--- src/logic/fwp_pkg.sv ---
// package for the flash write-protect host controller
package fwp_pkg;
   // ==================================================================
   // command codes
   localparam logic [7:0] FWP_CMD_SET_WP    = 8'h57; // set write protect
   localparam logic [7:0] FWP_CMD_RESET_WP  = 8'h47; // reset write protect
   localparam logic [7:0] FWP_CMD_CONFIRM   = 8'hD0; // confirm code
   localparam logic [7:0] FWP_CMD_ERASE_ALL = 8'hA7; // erase all unlocked blocks
   localparam logic [7:0] FWP_CMD_CLR_STAT  = 8'h50; // clear status bits
   localparam logic [7:0] FWP_CMD_READ_ARR  = 8'hFF; // back to read array
   // ==================================================================
   // addresses and status fields
   localparam int         FWP_AW           = 10;           // address width driven
   localparam logic [9:0] FWP_ADDR_CONFIRM = 10'h0FF;      // confirm address
   localparam logic [9:0] FWP_ADDR_ANY     = 10'h000;      // don't-care address
   localparam int         FWP_ST_READY     = 7;            // ready bit
   localparam int         FWP_ST_ERR_HI    = 5;            // error bit 5
   localparam int         FWP_ST_ERR_LO    = 4;            // error bit 4
   localparam int         FWP_ST_VPP       = 3;            // low voltage bit
   // ==================================================================
   // bus timing: timer reload for 100 ns in clk_sys cycles, rounded up; each phase lasts one cycle more
   localparam int         FWP_PHASE_NS     = 100;
   localparam int         FWP_CLK_NS       = 4;
   localparam logic [7:0] FWP_PHASE_CYC    = 8'((FWP_PHASE_NS + FWP_CLK_NS - 1) / FWP_CLK_NS);
   // ==================================================================
   // user operations
   typedef enum logic [1:0] {
      FWP_OP_SET_WP,
      FWP_OP_RESET_WP,
      FWP_OP_ERASE_ALL,
      FWP_OP_CLEAR
   } fwp_op_t;
   // result of the last operation
   typedef struct packed {
      logic       vpp_low;  // prog_voltage_low_flag seen
      logic       seq_err;  // both error bits set
      logic       erase_err; // one error bit set
      logic       ok;       // both error bits clear
   } fwp_result_t;
   // device bus pins
   typedef struct packed {
      logic [9:0] addr;     // address
      logic       ce_n;     // chip enable, active low
      logic       we_n;     // write enable, active low
      logic       oe_n;     // output enable, active low
   } fwp_bus_t;
endpackage

--- src/logic/fwp_host.sv ---
// host controller issuing write-protect, erase and status commands to the flash
// Overview of operation
// read error bits 4,5 after full erase
// low voltage: clear, reset protect, retry, set; the code only reports vpp_low, software does the recovery
// voltage fine: clear then retry erase; the code only reports erase_err, software clears and retries
// clear bits 3-5 before new attempts; the code clears them only when software issues FWP_OP_CLEAR
// set protect: 57H then D0H at 0FFH
// reset protect: 47H then D0H at 0FFH
// after power-up or powerdown toggle, set protect; the code only raises protect_needed until a set protect succeeds
// both error bits after protect: sequence error
// write FFH after last operation
// poll ready bit before and after; the code skips both polls for the clear op
// device holds errors until cleared
`timescale 1ns/1ps
`default_nettype none
module fwp_host
   import fwp_pkg::*;
(
   input  wire logic        clk_sys,
   input  wire logic        resetn,
   input  wire logic        op_valid,      // start an operation
   input  wire fwp_op_t     op_code,       // which operation
   output var  logic        op_ready,      // idle, will take op_valid
   output var  logic        done,          // one-cycle pulse at end
   output var  fwp_result_t result,        // status of last operation
   output var  logic [7:0]  status,        // last compat_status_reg read
   output var  fwp_bus_t    bus,           // address and strobes
   output var  logic [7:0]  dq_out,        // data driven to device
   output var  logic        dq_oe,         // high while host drives dq
   input  wire logic [7:0]  dq_in,         // data from device
   output var  logic        deep_powerdown_pin_n, // device reset pin, active low
   output var  logic        protect_needed // set protect owed after reset
);
   // ==================================================================
   // state machine
   typedef enum logic [3:0] {
      S_IDLE,  // waiting for an operation
      S_POLL1, // read status until ready, before any command
      S_WR1,   // first command write
      S_WR2,   // confirm write
      S_POLL2, // read status until the operation ends
      S_CLR,   // clear status write
      S_ARR,   // return to read array write
      S_DONE   // report the result
   } fwp_state_t;

   // registered state and pin images
   fwp_state_t  st_reg, st_next;
   logic [7:0]  tmr_reg;        // phase timer
   logic [1:0]  ph_reg;         // 0 setup, 1 strobe, 2 recovery
   fwp_op_t     op_reg;         // operation in progress
   fwp_bus_t    bus_reg;        // address and strobe images
   logic [7:0]  dq_reg;         // write data image
   logic        oe_reg;         // dq drive enable image
   logic [7:0]  stat_reg;       // status of the final poll
   logic [7:0]  poll_reg;       // byte caught in the read strobe
   fwp_result_t res_reg;        // decoded result
   logic        done_reg;       // end pulse
   logic        prot_reg;       // set protect still owed
   logic        rdy_reg;        // idle flag
   logic        rp_reg;         // power-down pin image

   wire         tick     = (tmr_reg == 8'h00);          // phase over
   wire         last_ph  = tick && (ph_reg == 2'd2);    // cycle over
   wire         is_read  = (st_reg == S_POLL1) || (st_reg == S_POLL2);
   wire         is_write = (st_reg == S_WR1) || (st_reg == S_WR2) ||
                           (st_reg == S_CLR) || (st_reg == S_ARR);
   wire         dev_rdy  = poll_reg[FWP_ST_READY];
   wire         start    = (st_reg == S_IDLE) && op_valid;
   // first command byte of each operation
   wire [7:0]   first_cmd = (op_reg == FWP_OP_SET_WP)   ? FWP_CMD_SET_WP :
                            (op_reg == FWP_OP_RESET_WP) ? FWP_CMD_RESET_WP :
                            FWP_CMD_ERASE_ALL;
   // confirm goes to 0FFH for protect commands, anywhere for erase
   wire [9:0]   cfm_addr  = (op_reg == FWP_OP_ERASE_ALL) ? FWP_ADDR_ANY
                                                          : FWP_ADDR_CONFIRM;
   wire [7:0]   wr_data   = (st_reg == S_WR1) ? first_cmd :
                            (st_reg == S_WR2) ? FWP_CMD_CONFIRM :
                            (st_reg == S_CLR) ? FWP_CMD_CLR_STAT :
                            FWP_CMD_READ_ARR;
   wire [9:0]   wr_addr   = (st_reg == S_WR2) ? cfm_addr : FWP_ADDR_ANY;
   wire         e_hi      = stat_reg[FWP_ST_ERR_HI];
   wire         e_lo      = stat_reg[FWP_ST_ERR_LO];

   // ==================================================================
   // next state
   always_comb begin
      st_next = st_reg;
      unique case (st_reg)
         // a clear op has no device busy time, so it skips both polls
         S_IDLE:  if (op_valid) st_next = (op_code == FWP_OP_CLEAR) ? S_CLR : S_POLL1;
         // ready must show before issuing commands
         S_POLL1: if (last_ph && dev_rdy) st_next = S_WR1;
         S_WR1:   if (last_ph) st_next = S_WR2;
         S_WR2:   if (last_ph) st_next = S_POLL2;
         // wait for the write_state_machine to finish
         S_POLL2: if (last_ph && dev_rdy) st_next = S_ARR;
         // clear only bits 3-5 as a separate user op, so retry policy stays
         // with software which sees the result flags
         S_CLR:   if (last_ph) st_next = S_ARR;
         S_ARR:   if (last_ph) st_next = S_DONE;
         S_DONE:  st_next = S_IDLE;
         default: st_next = S_IDLE;
      endcase
   end

   // ==================================================================
   // state, op latch and phase timer
   always_ff @(posedge clk_sys) begin
      if (!resetn) begin
         st_reg  <= S_IDLE;
         op_reg  <= FWP_OP_CLEAR;
         tmr_reg <= FWP_PHASE_CYC;
         ph_reg  <= 2'd0;
      end else begin
         st_reg <= st_next;
         if (start) op_reg <= op_code;
         // a state change restarts the phase count at setup
         if (st_next != st_reg) begin
            tmr_reg <= FWP_PHASE_CYC;
            ph_reg  <= 2'd0;
         end else if (tick) begin
            tmr_reg <= FWP_PHASE_CYC;
            ph_reg  <= (ph_reg == 2'd2) ? 2'd0 : ph_reg + 2'd1;
         end else begin
            tmr_reg <= tmr_reg - 8'h01;
         end
      end
   end

   // ==================================================================
   // pin drive: every bus cycle is three phases of equal length.
   //   phase 0, setup:    ce_n low, address and data settle
   //   phase 1, strobe:   we_n low for a write, oe_n low for a read
   //   phase 2, recovery: all strobes high, bus held quiet
   // the pin images are registered from ph_reg, so they trail the phase
   // counter by one clock; address and data stay put around both edges
   // of we_n because they only change with the state.
   // limitation: ce_n and we_n rise on the same edge, so a board that
   // needs we_n to lead ce_n must add its own delay on ce_n
   always_ff @(posedge clk_sys) begin
      if (!resetn) begin
         bus_reg <= '{addr: FWP_ADDR_ANY, ce_n: 1'b1, we_n: 1'b1, oe_n: 1'b1};
         dq_reg  <= 8'h00;
         oe_reg  <= 1'b0;
      end else begin
         bus_reg.addr <= is_write ? wr_addr : FWP_ADDR_ANY;
         bus_reg.ce_n <= !((is_write || is_read) && ph_reg != 2'd2);
         bus_reg.we_n <= !(is_write && ph_reg == 2'd1);
         // oe_n toggles each poll cycle so the device refreshes status
         bus_reg.oe_n <= !(is_read && ph_reg == 2'd1);
         dq_reg       <= wr_data;
         oe_reg       <= is_write;
      end
   end

   // ==================================================================
   // status sampler: the device only drives dq while ce_n and oe_n are
   // low, so the byte is caught in the last cycle of the strobe phase;
   // sampling later, once the strobes are back up, would read a
   // released bus and could take a floating line for ready
   always_ff @(posedge clk_sys) begin
      if (!resetn) begin
         poll_reg <= 8'h00;
      end else if (is_read && tick && ph_reg == 2'd1) begin
         poll_reg <= dq_in;
      end
   end

   // ==================================================================
   // status capture and result decode
   always_ff @(posedge clk_sys) begin
      if (!resetn) begin
         stat_reg <= 8'h00;
         res_reg  <= '0;
         done_reg <= 1'b0;
         rdy_reg  <= 1'b0;
      end else begin
         // the last ready poll carries the status of the finished operation
         if (st_reg == S_POLL2 && last_ph) stat_reg <= poll_reg;
         done_reg <= (st_reg == S_DONE);
         rdy_reg  <= (st_next == S_IDLE);
         if (st_reg == S_DONE && op_reg != FWP_OP_CLEAR) begin
            // device keeps stale errors until cleared, so result reflects them
            res_reg.ok        <= !e_hi && !e_lo;
            res_reg.erase_err <= e_hi ^ e_lo;
            res_reg.seq_err   <= e_hi && e_lo;
            res_reg.vpp_low   <= stat_reg[FWP_ST_VPP];
         end else if (st_reg == S_DONE) begin
            res_reg <= '0;
         end
      end
   end

   // ==================================================================
   // power-down pin and owed set-protect flag
   always_ff @(posedge clk_sys) begin
      if (!resetn) begin
         rp_reg   <= 1'b0;
         prot_reg <= 1'b1;
      end else begin
         rp_reg <= 1'b1;
         // any power-up leaves protection stale until set protect succeeds
         if (st_reg == S_DONE && op_reg == FWP_OP_SET_WP && !e_hi && !e_lo)
            prot_reg <= 1'b0;
      end
   end

   // ==================================================================
   // outputs come straight from their registers
   assign op_ready             = rdy_reg;
   assign done                 = done_reg;
   assign result               = res_reg;
   assign status               = stat_reg;
   assign bus                  = bus_reg;
   assign dq_out               = dq_reg;
   assign dq_oe                = oe_reg;
   assign deep_powerdown_pin_n = rp_reg;
   assign protect_needed       = prot_reg;
endmodule
`default_nettype wire

--- config.mk ---
export PLATFORM = sky130hd
export DESIGN_NAME = fwp_host
export DESIGN_NICKNAME = d
export VERILOG_FILES = /design/src/logic/fwp_pkg.sv /design/src/logic/fwp_host.sv
export SDC_FILE = /design/constraint.sdc
export NUM_CORES = 1
export LEC_CHECK = 0
export BUFFER_PORTS_ARGS = -buffer_cell sky130_fd_sc_hd__buf_4
export CORE_UTILIZATION = 35
export DETAILED_ROUTE_END_ITERATION = 6
export PLACE_DENSITY_LB_ADDON = 0.12
export SLEW_MARGIN = 20
export SYNTH_ARGS = -nofsm -noshare
export SYNTH_HDL_FRONTEND = slang
export SYNTH_SLANG_ARGS = --single-unit
export TNS_END_PERCENT = 30
--- constraint.sdc ---
create_clock -name clk_sys -period 1.6 [get_ports clk_sys]
set_input_delay 0.08 -clock clk_sys [delete_from_list [all_inputs] [get_ports clk_sys]]
set_output_delay 0.08 -clock clk_sys [all_outputs]
set_load 0.02 [all_outputs]
## Word-level counts from Yosys, hierarchy flattened

Cells that the tools add are included.

| word-level totals | value |
|---|---|
| output and inout port bits | 38 |
| register bits after elaboration | 62 |
| word-level logic and storage cells | 91 |
| input bits | 13 |

| operators by class | value |
|---|---|
| equality and inequality tests | 15 |
| $add $sub $neg | 2 |
| reductions and logical operators | 33 |
| muxes and demuxes | 19 |
| bitwise gates (word level) | 2 |

Operator list:

| kind | number |
|---|---|
| 8-bit 2-to-1 mux | 6 |
| 4-bit 2-to-1 mux | 9 |
| 4-bit case mux with 7 select lines | 1 |
| 4-bit by 3-bit == test with 1-bit output (second input constant) | 4 |
| 1-bit logical AND | 15 |
| 4-bit by 2-bit == test with 1-bit output (second input constant) | 2 |
| 4-bit logical NOT | 2 |
| 8-bit logical NOT | 1 |
| 8-bit by 1-bit subtractor with 8-bit output (second input constant) | 1 |
| 2-bit == test (second input constant) | 3 |
| 1-bit logical NOT | 5 |
| 1-bit logical OR | 5 |
| 2-bit by 1-bit == test with 1-bit output (second input constant) | 2 |
| 4-bit by 1-bit == test with 1-bit output (second input constant) | 1 |
| 2-bit inequality test (second input constant) | 2 |
| 4-bit inequality test | 1 |
| 3-bit 2-to-1 mux | 1 |
| 3-bit AND reduction | 1 |
| 3-bit OR reduction | 1 |
| 2-bit by 1-bit adder with 2-bit output (second input constant) | 1 |
| 2-bit logical NOT | 1 |
| 2-bit 2-to-1 mux | 1 |
| 2-bit nonzero test | 1 |
| 2-bit OR reduction | 1 |
| other kinds (3) | 3 |

## Depth between registers and ports, before layout

Gate-level depths: netlist of the first run.

| logic depth | value |
|---|---|
| depth in word-level cells | 7 |
| gate-level depth with buffers | 7 |
| depth with buffers taken out | 7 |

## Worst setup path after synthesis of the first run

OpenSTA, ideal clock, no wires.

| timing | value |
|---|---|
| path type | register to register |
| start | register tmr_reg[0] |
| end | register rdy_reg, in the netlist op_ready |
| stages on the path, launching flop included | 8 |
| path buffers | 0 |
| slack | 0.000 ns |
| period minus slack after synthesis | 1.600 ns |
| required time | 1.484 ns |
| data arrival time | 1.483 ns |
| library setup time | 0.116 ns |
| cell sequence | dfxtp_1 inv_1 ha_1 nor3b_1 and3_1 a211o_1 and3_1 and4_1 |

| on the way | value |
|---|---|
| word-level cells in the longest chain between the ends | 6 |
| elaborated cells on any way between the ends | 11 |
| those cells by class | 7 x mux; 4 x reduce/logical |

Ends and longest elaborated chain:

| item | RTL line | RTL |
|---|---|---|
| from (decl) | fwp_host.sv:49 | `logic [7:0] tmr_reg;` |
| from (signal assigned) | fwp_host.sv:126 | `tmr_reg <= tmr_reg - 8'h01;` |
| 8-bit logical NOT (*) | fwp_host.sv:63 | `wire tick = (tmr_reg == 8'h00);` |
| 1-bit logical AND (*) | fwp_host.sv:64 | `wire last_ph = tick && (ph_reg == 2'd2);` |
| 1-bit logical AND | fwp_host.sv:93, fwp_host.sv:97 |  |
| 4-bit 2-to-1 mux, on equally long branches | fwp_host.sv:97, fwp_host.sv:93 |  |
| 4-bit case mux with 7 select lines (*) | fwp_host.sv:89 | `unique case (st_reg)` |
| 4-bit logical NOT (*) | fwp_host.sv:182 | `rdy_reg <= (st_next == S_IDLE);` |
| to (signal assigned) | fwp_host.sv:182 |  |
| to (decl) | fwp_host.sv:60 | `logic rdy_reg;` |

Mark *: on every way between the ends. The rest lies on a longest branch, timed or not.
A chain may end at the register's enable or synchronous reset.

## Final worst setup path of the first run

| timing | value |
|---|---|
| start | register tmr_reg[1] |
| end | register rdy_reg, in the netlist op_ready |

Same word-level chain as after synthesis.

==> results of run 1 <==
==> final cells by class <==
class	count	area, um^2
flip-flops and latches	51	1030
inverters	6	22.5
well taps	75	93.8
clock inverters	3	43.8
multi-input cells	161	1110
repair buffers	69	518
fillers	607	3140
clock buffers	5	68.8
==> worst min path at each step <==
| stage | start | to | slack (ns) | depth (start not counted) |
|---|---|---|---|---|
| after global routing | op_code[0] | op_reg[0]$_SDFFE_PN1P_ | 0.009 | 3 |
| final | op_code[0] | op_reg[0]$_SDFFE_PN1P_ | 0.006 | 3 |
| after global placement | op_code[1] | op_reg[1]$_SDFFE_PN1P_ | 0.32 | 3 |
| after CTS | op_code[0] | op_reg[0]$_SDFFE_PN1P_ | 0.002 | 3 |
| after detailed placement | op_code[0] | op_reg[0]$_SDFFE_PN1P_ | 0.32 | 3 |
| after floorplan | resetn | deep_powerdown_pin_n$_DFF_P_ | 0.11 | 0 |
==> per-layer routing <==
metal,share of wire (%),track usage (%),vias up,routed length [um]
met5,0,0,-,0
met2,47,24.2,42,2140
met3,5.8,3.11,5,266
met4,1.3,5.79,0,57
li1,-,-,890,-
met1,46,18.5,786,2090
==> cell usage in the layout (no fill, tap or decap), types with 2 or more instances in the layout <==
cell type / instances
conb_1: 3
a21oi_2: 2
and3_1: 3
nand2b_1: 5
buf_4: 69
and2_1: 3
xor2_1: 3
dfxtp_1: 46
a211o_1: 2
ha_1: 3
a21boi_0: 6
nor2b_1: 26
mux2i_1: 18
o21ai_0: 3
nor2_1: 11
xnor2_1: 4
a31oi_1: 2
clkbuf_8: 5
nand3_1: 7
or3_1: 3
dfxtp_2: 5
inv_2: 2
a21oi_1: 7
inv_1: 4
nand2_1: 29
and3_4: 3
==> cells by family after synthesis <==
| kind of cell | share of synthesized area, % |
|---|---|
| compound gates | 7.57 |
| mux | 8.13 |
| fa+ha+maj | 2.26 |
| xor+xnor | 2.77 |
| simple gates | 26.8 |
| flops | 46.1 |
| buf+inv | 6.21 |
| other cells | 0.169 |
==> where the power goes <==
| part | switching [mW] | total (mW) | internal [mW] |
|---|---|---|---|
| Sequential | 0.0206 | 1.31 | 1.29 |
| Combinational | 0.0976 | 0.199 | 0.101 |
| Clock | 0.437 | 0.903 | 0.466 |
==> worst max-delay path: stages (launching register included) <==
cell	delay, ns
dfxtp_2	0.33
inv_2	0.07
ha_4	0.13
nor3b_4	0.23
and3_4	0.23
buf_4	0.10
buf_4	0.10
a21oi_1	0.06
and4_1	0.20
==> timing repair <==
action | 4_1_cts | 5_1_grt
setup buffers | 1 | 0
gates cloned | 0 | 0
pin swaps | 1 | 4
endpoints found under the setup margin | 20 | 30
resized for setup | 4 | 13
==> results.py, run 1 <==
metrics = {
    "timing": {
        "finalHoldViolations": 0,
        "holdWs_ns": 0.00553,
        "finalCritPeriodShare_pct": 95.9,
        "setup_ws_ns": 0.0663,
        "setup_viol": 0,
        "tns_ns": 0,
        "fin_crit_ns": 1.53,
        "fin_skew_ns": 0.0114,
        "rsz0062_at_grt": "true",
        "max_freq_mhz": 652,
        "slew_violations": 0,
    },
    "setup_path": {
        "crit_required_ns": 1.81,
        "critPathMaxFanout": 4,
        "start_kind": "register",
        "worstSetupPathType": "reg2reg",
        "r2r_setup_slack_ns": 0.07,
        "reg2reg_depth": 8,
        "endpoint_kind": "register",
        "critPathCapture": "op_ready$_SDFF_PN0_",
        "reg2reg_to": "op_ready$_SDFF_PN0_",
        "worstSetupStartpoint": "tmr_reg[1]$_SDFF_PP0_",
        "reg2reg_from": "tmr_reg[1]$_SDFF_PP0_",
        "crit_arrival_ns": 1.74,
    },
    "global_route": {
        "grt_pass1_vias": 1594,
        "overflow": 0,
        "grt_max_degree": 34,
        "grt_antenna_before_repair": 0,
        "grt_usage_pct": 14.6,
        "grt_pass1_wl_mm": 7.50,
    },
    "cells_and_area": {
        "fin_util_pct": 47.9,
        "layout-drive-gt1-share_pct": 33.6,
        "final_cell_area_um2": 2890,
        "final_cell_count_no_fill": 370,
        "diodes": 0,
        "nets": 311,
        "syn_to_final_growth_pct": 30.4,
    },
    "floorplanning": {
        "die-area_um2": 6650,
        "die_h_um": 81.6,
        "fp-row-count": 28,
        "initial_utilization_pct": 36.8,
        "io-pin-count": 51,
        "fp.dieW_um": 81.6,
        "core_area_um2": 6030,
    },
    "synth": {
        "synth_seq_cells": 51,
        "synth_area_leader_cell": "dfxtp_1",
        "synthFlopType": "dfxtp_1",
        "yosysWarnings": 0,
        "synth_edf_count": 0,
        "synthArstFlopShare_pct": 0,
        "yosys.area.top_type_share_pct": 46.1,
        "synth_most_common_cell": "dfxtp_1",
        "syn_area_um2": 2220,
        "synth_common_cells": "51 x dfxtp_1, 29 x nand2_1, 26 x nor2b_1",
        "ys_types": 40,
        "synth_area_per_cell_um2": 9.47,
        "yosysSeqAreaShare_pct": 46.1,
        "synth_cells": 234,
        "synthTopCellsByArea": "dfxtp_1 46%, mux2i_1 8.1%, nor2b_1 7.3%, nand2_1 4.9%, buf_4 4.1%",
    },
    "detailed_routing": {
        "ant_nets": 0,
        "drt_iter0_markers": 108,
        "drc": 0,
        "vias": 1723,
        "post_drt_wl_per_cell_um": 12.3,
        "drtPass1Iterations": 4,
        "wirelength_mm": 4.55,
        "viasPerCell": 4.66,
    },
    "placed_design": {
        "globalplace.congestion": 0.746,
        "post-place-ws_ns": -0.0642,
        "dpl.hpwl_mm": 3.21,
        "io_buffers": 48,
        "place_inst": 361,
        "placed_area_um2": 2710,
    },
    "power": {
        "power_density_nw_per_um2": 836,
        "leakagePower_nw": 1.29,
        "vdd_drop_max_mv": 0.370,
        "p_total_mw": 2.41,
    },
    "status": {
        "outcome": "finished clean",
    },
    "clock_tree": {
        "cts-root-buf": "clkbuf_8",
        "cts-buffers-inserted": 5,
        "htree_levels": 2,
        "cts.clk_slew.worst_paths_ns": 0.10,
        "cts_buffer_depth": 2,
        "cts_tree": "yes",
        "clk-insertion-delay-late_ns": 0.31,
        "clkSinkCount": 51,
        "cts_hold_buffers": 0,
    },
    "worst_hold_path": {
        "hp-class": "in2reg",
    },
    "job": {
        "maxCapViolCount": 0,
    },
}
Power figures use the tool's default switching activity.
==> run 2, diff against run 1 <==
Settings changed: ABC_AREA set to 1, CAP_MARGIN set to 20.
==> run 2 against run 1 <==
  * The run now ends with negative hold slack, negative setup slack left
  * Die area is 3.4% lower
  * Critical endpoint is now tmr_reg[3]$_SDFF_PP1_
  * Largest power group unchanged
  * Critical path type unchanged
  * Clock skew decreased by 0.0042 ns
  * Largest cell class is now sequential cells
  * Clock power up 2%
  * Combinational power grew 9%
  * Global-route usage barely moved
  * Count of clock-buffer cells in the layout up 1
  * Sequential share of layout area shrank 1.2 points
  * Cell area up 3.6%
  * Cell count up 16%
==> results.py, run 2 <==
metrics = {
    "synth": {
        "synth-xor-area-share_pct": 2.46,
        "syn_area_um2": 2140,
        "synth_area_leader_cell": "dfxtp_1",
        "synth_compound_gate_area_share_pct": 11.6,
        "synth_seq_cells": 51,
        "ys_types": 28,
        "synth_most_common_cell": "dfxtp_1",
        "synth_top_family_by_area": "simple AND/OR/NAND/NOR gates",
        "yosys.area.top_type_share_pct": 47.7,
        "yosysSeqAreaShare_pct": 47.7,
        "synthFlopType": "dfxtp_1",
        "synthTopCellsByArea": "dfxtp_1 48%, nor2_1 7.0%, nand2_1 6.5%, inv_1 6.1%, a21oi_1 5.1%",
        "synth_cells": 275,
        "synth_common_cells": "51 x dfxtp_1, 40 x nor2_1, 37 x nand2_1",
        "synthArstFlopShare_pct": 0,
        "synth_fa_ha_area_share_pct": 2.34,
        "yosysWarnings": 0,
        "muxShareOfSynthArea_pct": 0,
        "synth-simple-area-share_pct": 23.2,
        "synth_edf_count": 0,
        "synth_area_per_cell_um2": 7.78,
    },
    "status": {
        "violations": "negative hold slack, negative setup slack",
        "outcome": "finished with violations",
    },
    "global_route": {
        "grt_antenna_before_repair": 0,
        "grt_pass1_wl_mm": 7.25,
        "grt_pass1_vias": 1687,
        "grt_usage_pct": 14.7,
        "overflow": 0,
        "grt_max_degree": 20,
    },
    "detailed_routing": {
        "drc": 0,
        "viasPerCell": 4.43,
        "post_drt_wl_per_cell_um": 10.1,
        "drt_iter0_markers": 21,
        "ant_nets": 0,
        "drtPass1Iterations": 4,
        "wirelength_mm": 4.35,
        "vias": 1907,
    },
    "floorplanning": {
        "die_h_um": 80.2,
        "core_area_um2": 5920,
        "fp.dieW_um": 80.2,
        "initial_utilization_pct": 36.1,
        "io-pin-count": 51,
        "fp-row-count": 28,
        "die-area_um2": 6430,
    },
    "setup_path": {
        "path_cells": "inv_2 -> ha_4 -> nand2_4 -> nor2_4 -> a21oi_2 -> nor2_2 -> nand3_2 -> nand2_4 -> inv_2 -> nor2_4 -> nand3_1",
        "reg2reg_from": "tmr_reg[1]$_SDFF_PP0_",
        "reg2reg_depth": 11,
        "crit_cells": 11,
        "critPathMaxFanout": 7,
        "cpPeakStageDelay_ns": 0.33,
        "path_delay_family": "simple AND/OR/NAND/NOR gates",
        "worstSetupPathType": "reg2reg",
        "start_kind": "register",
        "slowest_stage": "dfxtp_2",
        "worstSetupStartpoint": "tmr_reg[1]$_SDFF_PP0_",
        "critical_path_buf_inv_count": 2,
        "r2r_setup_slack_ns": -0.002,
        "crit_required_ns": 1.79,
        "crit_arrival_ns": 1.80,
        "reg2reg_to": "tmr_reg[3]$_SDFF_PP1_",
        "endpoint_kind": "register",
    },
    "power": {
        "power_density_nw_per_um2": 818,
        "leakagePower_nw": 1.38,
        "vdd_drop_max_mv": 0.479,
    },
    "clock_tree": {
        "cts_tree": "yes",
        "cts_buffer_depth": 2,
        "clk-insertion-delay-late_ns": 0.31,
        "cts-buffers-inserted": 5,
        "cts_hold_buffers": 0,
        "htree_levels": 2,
        "cts.clk_slew.worst_paths_ns": 0.09,
        "cts-root-buf": "clkbuf_8",
        "clkSinkCount": 51,
    },
    "cells_and_area": {
        "syn_to_final_growth_pct": 39.9,
        "layout-drive-gt1-share_pct": 38.0,
        "final_cell_mix": "87 x buf_4, 46 x dfxtp_1, 34 x nor2_1, 33 x nand2_1, 32 x inv_1",
        "nets": 371,
        "diodes": 0,
        "fin_util_pct": 50.5,
        "final_common_cell": "buf_4",
    },
    "timing": {
        "max_freq_mhz": 624,
        "finalHoldViolations": 1,
        "setup_ws_ns": -0.00212,
        "setup_viol": 1,
        "rsz0062_at_grt": "true",
        "slew_violations": 0,
        "fin_crit_ns": 1.60,
        "holdWs_ns": -0.00175,
        "finalCritPeriodShare_pct": 100,
        "fin_skew_ns": 0.00719,
    },
    "worst_hold_path": {
        "hp-class": "in2reg",
        "hold_start": "dq_in[4]",
        "whs_path_depth": 3,
        "hold_end": "poll_reg[4]$_SDFFE_PN0P_",
    },
    "placed_design": {
        "post-place-ws_ns": -0.137,
        "io_buffers": 48,
        "globalplace.congestion": 0.797,
        "dpl.hpwl_mm": 3.33,
    },
    "job": {
        "maxCapViolCount": 0,
    },
}
==> run 2: cell count changes in the layout (fill, tap and decap cells not counted), sizes merged, moves of 6 or more <==
cell / previous run / this run
a21boi: 6 / 0
a21oi: 9 / 22
and3: 6 / 0
buf: 69 / 87
inv: 6 / 37
mux2i: 18 / 0
nand2: 30 / 40
nand3: 8 / 15
nor2: 11 / 45
nor2b: 26 / 0
o21ai: 3 / 23
==> run 2: final cells by class <==
type                       instances  area [um^2]
fill                             609         2930
timing repair buffer              87          653
inverter                          37          141
tap                               75         93.8
clock buffer                       6         82.6
multi-input combinational        172          958
sequential                        51         1030
clock inverter                     2         35.0
==> run 2: metal layers <==
metal  global-route usage, %  share of wire [%]  vias up
li1                        -                  -     1017
met1                    17.2                 46      841
met2                    25.8                 48       42
met3                    3.41                4.4        7
met4                    5.36                1.4        0
met5                       0                  0        -
==> run 2: cells by family after synthesis <==
group | Yosys count
AOI/OAI and AO/OA | 47
xor gates and xnor gates | 6
adders and majority gates | 4
buffers and inverters | 54
DFF | 51
other | 1
and+or+nand+nor | 112
==> run 2: through the flow <==
step                      total power [mW]  TNS (ns)  instances  hold WS (ns)  area (um^2)
after floorplan                       1.45         0        277         0.108         2150
after global placement                1.53    -0.584        421         0.331         2760
after detailed placement              1.53     -1.23        421         0.336         2760
after CTS                             2.46  -0.00195        429       0.00865         2890
after global routing                  2.56     -1.30        430     0.0000999         2990
final                                 2.45  -0.00212        430      -0.00175         2990
==> run 2: tightest hold or removal path: stages <==
cell and delay (ns):
buf_4 0.07, o21ai_1 0.05, nor2_1 0.07
==> run 2: how the worst max path moves through the flow <==
| stage | to | slack [ns] |
|---|---|---|
| 3_3_place_gp | status[1]$_SDFFE_PN0P_ | -0.07 |
| 2_1_floorplan | status[6]$_SDFFE_PN0P_ | 0.05 |
| 6_report | tmr_reg[3]$_SDFF_PP1_ | -0.002 |
| 5_1_grt | tmr_reg[4]$_SDFF_PP1_ | -0.12 |
| 3_5_place_dp | status[1]$_SDFFE_PN0P_ | -0.14 |
| 4_1_cts | tmr_reg[2]$_SDFF_PP0_ | -0.002 |
==> run 2: where the power goes <==
part           total, mW  internal, mW  switching, mW
clock              0.921         0.506          0.414
sequential          1.31          1.29         0.0153
combinational      0.217         0.100          0.118
==> run 2: repair_timing <==
| item | 4_1_cts | 5_1_grt |
|---|---|---|
| endpoints found under the setup margin | 22 | 27 |
| pin swaps | 3 | 12 |
| setup buffers | 0 | 1 |
| resized for setup | 5 | 42 |
==> run 3, diff against run 2 <==
Settings changed: CORE_ASPECT_RATIO set to 1.75, CORE_UTILIZATION 35 to 47.
==> run 3 against run 2 <==
  * The run ends with negative setup slack left
  * Total power decreased by 8.8%
  * Register-to-register slack about the same
  * Combinational power hardly changed
==> results.py, run 3 (synthesis results as in run 2) <==
metrics = {
    "floorplanning": {
        "core_area_um2": 4400,
        "die_h_um": 91.2,
        "initial_utilization_pct": 48.6,
        "fp-row-count": 32,
        "fp.dieW_um": 53.0,
        "io-pin-count": 51,
        "die-area_um2": 4830,
    },
    "timing": {
        "setup_viol": 1,
        "fin_crit_ns": 1.60,
        "rsz0062_at_grt": "true",
        "finalHoldViolations": 0,
        "setup_ws_ns": -0.00251,
        "slew_violations": 0,
        "finalCritPeriodShare_pct": 100,
        "fin_skew_ns": 0.00639,
        "tns_ns": -0.00251,
        "max_freq_mhz": 624,
    },
    "setup_path": {
        "crit_required_ns": 1.79,
        "start_kind": "register",
        "slowest_stage": "dfxtp_2",
        "worstSetupPathType": "reg2reg",
        "path_delay_family": "simple AND/OR/NAND/NOR gates",
        "path_cells": "inv_2 -> ha_4 -> nand2_2 -> nor2_4 -> a21oi_2 -> nor2_2 -> nand3_2 -> nand2_4 -> inv_2 -> nor2_4 -> nand3_2",
        "cpPeakStageDelay_ns": 0.34,
        "critical_path_buf_inv_count": 2,
        "critPathMaxFanout": 7,
        "crit_arrival_ns": 1.79,
        "endpoint_kind": "register",
    },
    "power": {
        "power_frac_clock_pct": 31.6,
        "p_sw_mw": 0.536,
        "intPower_mw": 1.70,
        "leakagePower_nw": 1.34,
        "vdd_drop_max_mv": 0.744,
        "seqPwrFrac_pct": 58.6,
        "switching_share_pct": 24.0,
        "power_density_nw_per_um2": 766,
        "power_frac_comb_pct": 9.8,
    },
    "worst_hold_path": {
        "hp-class": "in2reg",
    },
    "status": {
        "violations": "negative setup slack",
        "outcome": "finished with violations",
    },
    "cells_and_area": {
        "diodes": 0,
        "final_common_cell": "buf_4",
        "layout-drive-gt1-share_pct": 39.0,
        "final_cell_mix": "83 x buf_4, 45 x dfxtp_1, 33 x nor2_1, 30 x inv_1, 30 x nand2_1",
        "nets": 367,
        "fillers": 407,
        "final_cell_area_um2": 2920,
        "syn_to_final_growth_pct": 36.3,
        "regArea_um2": 1030,
        "multiInputGateArea_um2": 968,
    },
    "placed_design": {
        "placed_area_um2": 2680,
        "dpl.hpwl_mm": 3.47,
        "globalplace.congestion": 0.872,
        "io_buffers": 48,
    },
    "clock_tree": {
        "clk-insertion-delay-late_ns": 0.30,
        "cts_tree": "yes",
        "cts-root-buf": "clkbuf_8",
        "cts_hold_buffers": 0,
        "cts.clk_slew.worst_paths_ns": 0.09,
        "htree_levels": 2,
        "clkSinkCount": 51,
        "cts-buffers-inserted": 5,
        "cts_buffer_depth": 2,
    },
    "global_route": {
        "grt_usage_pct": 20.4,
        "overflow": 0,
        "grt_pass1_wl_mm": 7.33,
        "grt_pass1_vias": 1787,
        "grt_max_degree": 25,
        "grt_antenna_before_repair": 0,
    },
    "detailed_routing": {
        "vias": 1911,
        "drc": 0,
        "viasPerCell": 4.75,
        "post_drt_wl_per_cell_um": 11.5,
        "ant_nets": 0,
        "drtPass1Iterations": 4,
        "wirelength_mm": 4.64,
        "drt_iter0_markers": 37,
    },
    "job": {
        "maxCapViolCount": 0,
    },
}
run 3: changes by cell type in the layout (fill, tap and decap cells not counted), sizes merged:
cell      before  now
buf           87   83
bufinv         1    0
clkinvlp       0    1
run 3: layer usage:
layer	global-route usage, %	vias up	part of all wire, %	routed length (um)
li1	-	1003	-	-
met1	18.0	868	37	1700
met2	40.7	34	59	2740
met3	4.19	6	2.6	122
met4	8.11	0	1.6	74
met5	0	-	0	0
run 3: path summary, 6_finish.rpt:
check                        start                  endpoint  slack [ns]  cells after the start
max reg2reg  tmr_reg[0]$_SDFF_PP1_     tmr_reg[0]$_SDFF_PP1_      -0.003                     11
min reg2reg  tmr_reg[0]$_SDFF_PP1_     tmr_reg[0]$_SDFF_PP1_        0.42                      1
min                       dq_in[7]  poll_reg[7]$_SDFFE_PN0P_       0.008                      3
max          tmr_reg[0]$_SDFF_PP1_     tmr_reg[0]$_SDFF_PP1_      -0.003                     11
run 3: repair_timing:
item	in CTS	in global routing
setup endpoints to repair	24	23
resized for setup	5	48
pin swaps	3	12
setup buffers	0	4
run 3: stage by stage:
step	setup WS (ns)	hold slack (ns)	power [mW]	instances	utilization [%]
after floorplan	0.0501	0.108	1.45	277	-
after global routing	-0.0779	0.00663	2.33	402	66.2
after detailed placement	-0.0801	0.326	1.53	390	60.7
final	-0.00251	0.00755	2.23	402	66.2
after global placement	-0.0241	0.326	1.53	390	60.7
after CTS	0.00626	0.00800	2.24	398	63.0
run 3: cell type report:
cell class	count	area share (%)
sequential	51	35.4
multi-input combinational	172	33.2
timing repair buffer	83	21.4
inverter	37	4.94
clock buffer	6	2.49
tap	51	2.19
clock inverter	2	0.429
run 3: worst min-delay path, cell delays in order:
cell and delay (ns):
buf_4 0.08, o21ai_1 0.05, nor2_1 0.07
run 3: power by group through the flow:
stage                     Clock, mW  Combinational, mW  Sequential (mW)
after floorplan                   0             0.0993             1.35
after global placement            0              0.192             1.34
after detailed placement          0              0.194             1.34
after CTS                     0.734              0.198             1.31
after global routing          0.774              0.240             1.31
final                         0.705              0.219             1.31
